### config.mk
export PLATFORM = sky130hd
export DESIGN_NAME = ocd_divider
export DESIGN_NICKNAME = d
export VERILOG_FILES = /design/src/pkg/ocd_pkg.sv /design/src/ocd_regfile.sv /design/src/ocd_divider.sv
export SDC_FILE = /design/constraint.sdc
export NUM_CORES = 1
export LEC_CHECK = 0
export ABC_AREA = 1
export BUFFER_PORTS_ARGS = -buffer_cell sky130_fd_sc_hd__buf_4
export CORE_AREA = 2 2 101 103
export DETAILED_ROUTE_END_ITERATION = 10
export DIE_AREA = 0 0 103 105
export GPL_ROUTABILITY_DRIVEN = 0
export GPL_TIMING_DRIVEN = 1
export PLACE_DENSITY = 0.43
export SLEW_MARGIN = 15
export SYNTH_ARGS = -nofsm -noshare
export SYNTH_HDL_FRONTEND = slang
export SYNTH_SLANG_ARGS = --single-unit
### constraint.sdc
create_clock -name clock_i -period 1.6 [get_ports clock_i]
set_clock_uncertainty 0.15 [all_clocks]
set_input_delay 0.16 -clock clock_i [delete_from_list [all_inputs] [get_ports clock_i]]
set_output_delay 0.16 -clock clock_i [all_outputs]
set_load 0.05 [all_outputs]
### src/pkg/ocd_pkg.sv
package ocd_pkg;

    // register addresses on the serial control port
    localparam logic [8:0] OCD_ADDR_COUNTS  = 9'h190;
    localparam logic [8:0] OCD_ADDR_CONTROL = 9'h191;
    localparam logic [8:0] OCD_ADDR_POWER   = 9'h192;

    // reset values
    localparam logic [7:0] OCD_RST_COUNTS  = 8'h77;
    localparam logic [7:0] OCD_RST_CONTROL = 8'h00;
    localparam logic [7:0] OCD_RST_POWER   = 8'h00;
    localparam logic [7:0] OCD_RD_UNMAPPED = 8'h00;

    // divider_cycle_counts fields
    localparam int OCD_LOW_MSB  = 7;
    localparam int OCD_LOW_LSB  = 4;
    localparam int OCD_HIGH_MSB = 3;
    localparam int OCD_HIGH_LSB = 0;

    // divider_control_phase fields
    localparam int OCD_BYPASS_BIT = 7;
    localparam int OCD_IGNORE_BIT = 6;
    localparam int OCD_FORCE_BIT  = 5;
    localparam int OCD_START_BIT  = 4;
    localparam int OCD_PHASE_MSB  = 3;
    localparam int OCD_PHASE_LSB  = 0;

    // channel_power_routing fields
    localparam int OCD_PDOWN_BIT  = 2;
    localparam int OCD_DIRECT_BIT = 1;
    localparam int OCD_DCCOFF_BIT = 0;

    localparam logic [3:0] OCD_CNT_ZERO = 4'h0;
    localparam logic [3:0] OCD_CNT_ONE  = 4'h1;

    typedef enum logic [1:0] {
        OCD_RUN   = 2'b00,
        OCD_DELAY = 2'b01
    } ocd_state_e;

endpackage

### src/ocd_regfile.sv
module ocd_regfile
    import ocd_pkg::*;
(
    // clock and reset
    input  wire logic       clock_i,
    input  wire logic       reset_i,
    // register access
    input  wire logic       wr_en_i,
    input  wire logic       rd_en_i,
    input  wire logic [8:0] addr_i,
    input  wire logic [7:0] wdata_i,
    output logic      [7:0] rdata_o,
    // register contents
    output logic      [7:0] counts_o,
    output logic      [7:0] control_o,
    output logic      [7:0] power_o
);

    typedef struct packed {
        logic [7:0] counts;
        logic [7:0] control;
        logic [7:0] power;
        logic [7:0] rdata;
    } ocd_reg_s;

    ocd_reg_s reg_q;
    ocd_reg_s reg_d;

    function automatic logic [7:0] read_mux(input logic [8:0] a, input ocd_reg_s r);
        logic [7:0] v;
        v = OCD_RD_UNMAPPED;
        if (a == OCD_ADDR_COUNTS)
            v = r.counts;
        else if (a == OCD_ADDR_CONTROL)
            v = r.control;
        else if (a == OCD_ADDR_POWER)
            v = r.power;
        return v;
    endfunction

    always_comb
    begin
        reg_d = reg_q;
        if (wr_en_i)
        begin
            if (addr_i == OCD_ADDR_COUNTS)
                reg_d.counts = wdata_i;
            if (addr_i == OCD_ADDR_CONTROL)
                reg_d.control = wdata_i;
            if (addr_i == OCD_ADDR_POWER)
                reg_d.power = wdata_i;
        end
        if (rd_en_i)
            reg_d.rdata = read_mux(addr_i, reg_q);
    end

    always_ff @(posedge clock_i)
    begin
        if (reset_i)
        begin
            reg_q.counts  <= OCD_RST_COUNTS;
            reg_q.control <= OCD_RST_CONTROL;
            reg_q.power   <= OCD_RST_POWER;
            reg_q.rdata   <= OCD_RD_UNMAPPED;
        end
        else
            reg_q <= reg_d;
    end

    assign rdata_o   = reg_q.rdata;
    assign counts_o  = reg_q.counts;
    assign control_o = reg_q.control;
    assign power_o   = reg_q.power;

endmodule

### src/ocd_divider.sv
// Notes on behaviour
// - low lasts low-count plus one cycles
// - high lasts high-count plus one cycles
// - bypass passes input clock to output
// - ignore bit makes alignment requests ignored
// - force bit sets static level, needs ignore
// - start bit picks level after alignment
// - four-bit phase offset, resets to zero
// - power-down parks all three outputs low
// - direct bit routes input clock to outputs
// - global routing bit cancels direct path
// - correction enabled unless disable bit, bypass or power-down set
module ocd_divider
    import ocd_pkg::*;
(
    // clock and reset
    input  wire logic       clock_i,
    input  wire logic       reset_i,
    // serial control port register access
    input  wire logic       reg_wr_en_i,
    input  wire logic       reg_rd_en_i,
    input  wire logic [8:0] reg_addr_i,
    input  wire logic [7:0] reg_wdata_i,
    output logic      [7:0] reg_rdata_o,
    // chip-level controls
    input  wire logic       sync_i,
    input  wire logic       route_global_i,
    // channel outputs
    output logic            group_output_a_o,
    output logic            group_output_b_o,
    output logic            group_output_c_o,
    output logic            divider_out_o,
    output logic            channel_off_o,
    output logic            duty_cycle_fix_o
);

    typedef struct packed {
        ocd_state_e state;
        logic       level;
        logic [3:0] cnt;
        logic [3:0] phase_cnt;
        logic [3:0] lo_sh;
        logic [3:0] hi_sh;
        logic       tog;
        logic [2:0] grp;
        logic       div_out;
        logic       off;
        logic       dcc;
    } ocd_div_s;

    ocd_div_s q;
    ocd_div_s d;

    logic [7:0] counts;
    logic [7:0] control;
    logic [7:0] power;

    ocd_regfile u_regs (
        .clock_i   (clock_i),
        .reset_i   (reset_i),
        .wr_en_i   (reg_wr_en_i),
        .rd_en_i   (reg_rd_en_i),
        .addr_i    (reg_addr_i),
        .wdata_i   (reg_wdata_i),
        .rdata_o   (reg_rdata_o),
        .counts_o  (counts),
        .control_o (control),
        .power_o   (power)
    );

    logic       bypass;
    logic       ignore_sync;
    logic       force_hi;
    logic       start_hi;
    logic [3:0] phase;
    logic       pdown;
    logic       direct_eff;
    logic       sync_go;
    logic [3:0] lo_reg;
    logic [3:0] hi_reg;

    assign lo_reg      = counts[OCD_LOW_MSB:OCD_LOW_LSB];
    assign hi_reg      = counts[OCD_HIGH_MSB:OCD_HIGH_LSB];
    assign bypass      = control[OCD_BYPASS_BIT];
    assign ignore_sync = control[OCD_IGNORE_BIT];
    assign force_hi    = control[OCD_FORCE_BIT] & control[OCD_IGNORE_BIT];
    assign start_hi    = control[OCD_START_BIT];
    assign phase       = control[OCD_PHASE_MSB:OCD_PHASE_LSB];
    assign pdown       = power[OCD_PDOWN_BIT];
    assign direct_eff  = power[OCD_DIRECT_BIT] & ~route_global_i;
    assign sync_go     = sync_i & ~ignore_sync;

    always_comb
    begin
        d     = q;
        d.tog = ~q.tog;
        if (sync_go)
        begin
            // restart with fresh counts at the chosen level
            d.lo_sh = lo_reg;
            d.hi_sh = hi_reg;
            d.level = start_hi;
            if (phase == OCD_CNT_ZERO)
            begin
                d.state = OCD_RUN;
                d.cnt   = start_hi ? hi_reg : lo_reg;
            end
            else
            begin
                d.state     = OCD_DELAY;
                d.phase_cnt = 4'(phase - OCD_CNT_ONE);
            end
        end
        else
        begin
            unique case (q.state)
                OCD_DELAY:
                begin
                    if (q.phase_cnt == OCD_CNT_ZERO)
                    begin
                        d.state = OCD_RUN;
                        d.cnt   = q.level ? q.hi_sh : q.lo_sh;
                    end
                    else
                        d.phase_cnt = 4'(q.phase_cnt - OCD_CNT_ONE);
                end
                OCD_RUN:
                begin
                    if (q.cnt != OCD_CNT_ZERO)
                        d.cnt = 4'(q.cnt - OCD_CNT_ONE);
                    else if (q.level)
                    begin
                        // period boundary: take new counts
                        d.lo_sh = lo_reg;
                        d.hi_sh = hi_reg;
                        d.level = 1'b0;
                        d.cnt   = lo_reg;
                    end
                    else
                    begin
                        d.level = 1'b1;
                        d.cnt   = q.hi_sh;
                    end
                end
                default:
                begin
                    d.state = OCD_RUN;
                    d.cnt   = OCD_CNT_ZERO;
                end
            endcase
        end
        if (force_hi)
            d.div_out = 1'b1;
        else if (bypass)
            d.div_out = d.tog;
        else
            d.div_out = d.level;
        if (pdown)
            d.grp = 3'h0;
        else if (direct_eff)
            d.grp = {3{d.tog}};
        else
            d.grp = {3{d.div_out}};
        d.off = pdown;
        d.dcc = ~power[OCD_DCCOFF_BIT] & ~bypass & ~pdown;
    end

    always_ff @(posedge clock_i)
    begin
        if (reset_i)
        begin
            q.state     <= OCD_RUN;
            q.level     <= 1'b0;
            q.cnt       <= OCD_RST_COUNTS[OCD_LOW_MSB:OCD_LOW_LSB];
            q.phase_cnt <= OCD_CNT_ZERO;
            q.lo_sh     <= OCD_RST_COUNTS[OCD_LOW_MSB:OCD_LOW_LSB];
            q.hi_sh     <= OCD_RST_COUNTS[OCD_HIGH_MSB:OCD_HIGH_LSB];
            q.tog       <= 1'b0;
            q.grp       <= 3'h0;
            q.div_out   <= 1'b0;
            q.off       <= 1'b0;
            q.dcc       <= 1'b0;
        end
        else
            q <= d;
    end

    assign group_output_a_o = q.grp[0];
    assign group_output_b_o = q.grp[1];
    assign group_output_c_o = q.grp[2];
    assign divider_out_o    = q.div_out;
    assign channel_off_o    = q.off;
    assign duty_cycle_fix_o = q.dcc;
endmodule

# Word level (Yosys, flattened, before mapping)

Index checks and enable logic that the tools add are counted.
W data, S select, Z words.

Register bits after elaboration: 58
Latch bits: 0
Bits in writable memories: 0
Bits in read-only memories: 0
Input port bits: 23
Word-level logic and storage cells: 79
Memories: 0

$add $sub $neg: 3
$mul: 0
Divide/modulo/power cells: 0
$lt $le $gt $ge: 0
Equality and inequality tests: 10
Shift-type cells: 0
Muxes and demuxes: 25
Bitwise logic cells: 11
Reduce and logical (&&, ||, !) cells: 15

Operators with widths:

| cell                  | count |
|---|---|
| $mux W8               | 6 |
| $mux W4               | 8 |
| $eq A9 B9 Y1 const B  | 3 |
| $mux W19              | 1 |
| $sub A4 B1 Y4 const B | 3 |
| $reduce_and A2 Y1     | 5 |
| $logic_not A4 Y1      | 2 |
| $ne A2 B2 Y1 const B  | 4 |
| $pmux W4 S2           | 1 |
| $not A1 Y1            | 6 |
| $reduce_and A3 Y1     | 2 |
| $reduce_bool A2 Y1    | 3 |
| $and A1 B1 Y1         | 5 |
| $mux W1               | 5 |
| $mux W5               | 1 |
| $pmux W2 S2           | 1 |
| $reduce_bool A4 Y1    | 1 |
| $mux W3               | 1 |
| $ne A3 B3 Y1 const B  | 1 |
| $eq A2 B1 Y1 const B  | 1 |
| $logic_not A2 Y1      | 1 |
| $mux W2               | 1 |
| $ne A2 B1 Y1 const B  | 1 |
| $reduce_or A2 Y1      | 1 |

# Depth between registers and ports, before layout

Word-level depth: 7
Mapped depth: 10

# Hierarchy

A second synthesis with hierarchy kept.

Cells, all modules: 428
Area, all modules: 2,977.9 µm²

By module, submodules not included:

| module      | instances | cells an instance | area each (µm²) |
|---|---|---|---|
| ocd_regfile | 1         | 230               | 1,655.3 |
| ocd_divider | 1         | 198               | 1,322.5 |

# Worst setup path after synthesis

Ideal clock, no wire load.

Kind: flip-flop to flip-flop
Start: register u_regs.control_o[6] (netlist name)
End: register q[17] in the netlist's numbering
Library setup time: 0.125 ns
Arrival time: 1.153 ns
Required time: 1.325 ns
Path slack: 0.172 ns
Stages on the path, launching flop included: 9
Buffers on the path: 1
Path through: dfxtp_1 -> inv_2 -> nand2_4 -> buf_6 -> nand2_1 -> o21ai_2 -> ha_1 -> xor2_1 -> o22ai_1

Cells in the longest elaborated chain, start to end: 4

RTL lines:

| what                                                                | line              | RTL |
|---|---|---|
| $not A1 Y1 *                                                        | ocd_divider.sv:91 | `assign sync_go = sync_i & ~ignore_sync;` |
| $and A1 B1 Y1 *                                                     | ocd_divider.sv:91 |  |
| $ne A2 B2 Y1 (no line) / $reduce_bool A2 Y1 (equally long branches) | n/a               |  |
| $reduce_and A3 Y1 (no line)                                         | n/a               |  |
| end: declaration                                                    | ocd_divider.sv:51 | `ocd_div_s q;` |

Every way passes the cells marked *; elsewhere a longest branch is shown, timed or not.
A chain may end at the register's enable or synchronous reset.

==> results.toml <==
[yosys]
synth.distinct_cells = 34
syn_area_sq_mm = 0.00283
synthArstFlopShare_pct = 0
avgSynthCellArea_sq_um = 7.21
ys.flop_type = "dfxtp_1"
syn-num-nets = 417
synth_warnings = 0
synth_seq_cells = 55
synth_edf_count = 0
synthCells = 392
seq_area_frac_synth_pct = 39.0

[clocking]
insertion_delay_ns = 0.31
cts_root_buf = "clkbuf_8"
cts_tree = "built"
cts.path.max_buffers = 2
cts_made_buffers = 5
cts_sinks = 55
h-tree-depth = 2
cts.reportedPaths.clkPinSlew_ns = 0.10

[worst_setup_path]
path_cells = "dlygate4sd3_1 > buf_4 > inv_2 > buf_4 > o21ai_0 > a21oi_1"
critPathMaxStageDelay_ns = 0.54
crit_slowest_cell = "dlygate4sd3_1"
cp.required_ns = 1.70
end_kind = "flip-flop"
rr_worst_depth = 9
crit_arrival_ns = 1.58
cp-start-kind = "primary input"
worstPathMaxFanout = 21
critPathMostFrequentCell = "buf_4"
worstSetupPathType = "primary input to flip-flop"
r2r_slack_ns = 0.18

[floorplanning]
die_area_sq_mm = 0.0108
die_h_um = 105
ios = 37
std_cell_rows = 36
die_w_um = 103
coreArea_sq_mm = 0.00964
start_util_pct = 29.3

[layout]
syn_to_final_growth_pct = 24.2
nFillCells = 1087
nets = 468
layout_commonest_cell = "nand2_1"
mostFrequentLayoutCells = "nand2_1 (83), dfxtp_1 (55), buf_4 (50)"
post_route_cells_drive_above_1_share_pct = 22.3
n_antenna_cell = 0

[power_and_ir_drop]
p_leak_nw = 1.58
power_density_mw_per_mm2 = 712
ir_drop_mv = 0.403

[worst_hold_path]
min_path_type = "primary input to flip-flop"
holdPathStages = 3

[routing]
post_drt_via_cell_ratio = 4.57
drc_errors = 0
drt.antenna.violating_nets = 0
dr.pass1.iters = 4
drt-initial-drc-count = 77
drt_wl_total_mm = 7.52
vias = 2636
wl_per_cell_um = 13.0

[timing]
setup_slack_ns = 0.125
setup_viol = 0
post-route-period-util_pct = 92.2
maxSlewHeadroom_pct = 74.9
finalMaxSlewViolations = 0
finalHoldViolations = 0
rsz0062_at_grt = "no"
worstMarginPinSlew_ns = 0.377
timing.fmax_mhz = 678
fin_crit_ns = 1.47
finalSetupTns_ns = 0

[status]
status = "complete, no violations"

[global_route]
grt_pass1_vias = 2647
groute.usage.overall_pct = 14.9
grt_max_degree = 22
grt_pass1_wl_mm = 12.8
antenna_found_initial = 0
grt.overflow.total = 0

[placement]
place_ws_ns = 0.0706
hpwlAfterDp_mm = 5.86
io_buffers = 36

[job]
drv_cap = 0
## synthesized netlist by cell type (2+ instances only)
cell type | number | area, sq um
inv_2 | 9 | 33.8
nand4_1 | 7 | 43.8
nor3_1 | 8 | 40.0
nand3_1 | 24 | 120
inv_1 | 47 | 176
o211ai_1 | 19 | 143
a21oi_1 | 30 | 150
o22ai_1 | 3 | 18.8
o211ai_2 | 4 | 50.1
o21ai_2 | 4 | 35.0
buf_2 | 4 | 20.0
clkbuf_1 | 5 | 18.8
buf_6 | 5 | 56.3
nand2_2 | 3 | 18.8
o21ai_0 | 20 | 100
nand2_1 | 83 | 312
nor2_1 | 28 | 105
buf_4 | 3 | 22.5
nor2_4 | 3 | 33.8
dfxtp_1 | 55 | 1100
o21ai_1 | 11 | 55.1
nand3_2 | 4 | 40.0
ha_1 | 2 | 25.0
## path summary, 6_finish.rpt
| check | from | to |
|---|---|---|
| worst max-delay path | reset_i | u_regs.power_o[3]$_SDFFE_PP0P_ |
| worst min-delay path | reg_wr_en_i | u_regs.counts_o[3]$_SDFFE_PP0P_ |
| worst max register to register | q[20]$_SDFFE_PP1P_ | group_output_b_o$_SDFF_PP0_ |
| worst min register to register | q[6]$_SDFF_PP0_ | q[6]$_SDFF_PP0_ |
## through the flow
stage          util (%)  hold slack, ns  total power, mW  std cells  area [sq um]
2_1_floorplan         -           0.133             1.58        392          2830
3_3_place_gp       34.1           0.252             1.69        560          3290
3_5_place_dp       34.1           0.251             1.69        560          3290
4_1_cts            36.1          0.0351             2.54        577          3480
5_1_grt            36.4          0.0598             2.64        577          3510
6_report           36.4          0.0532             2.50        577          3510
## sequential cells by signal (all words and copies together), names as in the netlist
register	flops
duty_cycle_fix_o	1
u_regs.rdata_o	8
q	19
u_regs.control_o	8
u_regs.power_o	8
group_output_b_o	1
divider_out_o	1
u_regs.counts_o	8
channel_off_o	1
## report_power, final
part           total, mW  leakage, nW  internal (mW)  switching, mW
sequential          1.40        0.446           1.39         0.0108
combinational      0.278         1.09          0.116          0.163
clock              0.823       0.0516          0.355          0.467
total               2.50         1.58           1.86          0.641
## kinds of logic (layout without fill, tap and decap cells)
| kind of cell | Yosys count | in the layout | share of synthesized area (%) |
|---|---|---|---|
| AND/OR/NAND/NOR | 166 | 166 | 27.6 |
| AO/OA/AOI/OAI | 95 | 95 | 20.6 |
| buffers and inverters | 73 | 125 | 11.6 |
| flip-flops | 55 | 55 | 39.0 |
| adder cells (fa/ha/maj) | 2 | 2 | 0.885 |
| XOR/XNOR | 1 | 1 | 0.310 |
## what timing repair did
| item | in CTS | in global routing |
|---|---|---|
| setup buffers | 0 | 0 |
| resized for setup | 0 | 9 |
| endpoints found under the setup margin | 0 | 15 |
| endpoints found under the hold margin | 27 | 0 |
| hold buffers | 9 | 0 |
## layout make-up
cell class	count	area, sq um	area share, %
Clock buffer	6	82.6	2.35
Clock inverter	2	13.8	0.392
Inverter	56	210	5.99
Multi-Input combinational cell	264	1430	40.7
Sequential cell	55	1100	31.4
Tap cell	133	166	4.74
Timing Repair Buffer	61	505	14.4
## worst max-delay path: cells and delay by family
family | cells | cell delay (ns)
buffers and inverters | 4 | 1.09
AOI/OAI and AO/OA | 2 | 0.31
## metal layers
layer	up-vias	GRT usage (%)	wire length, um
li1	1402	-	-
met2	48	23.0	3360
met4	0	3.67	47
met3	2	2.21	272
met1	1184	21.7	3830
met5	-	0	0
Power figures use the tool's default switching activity.
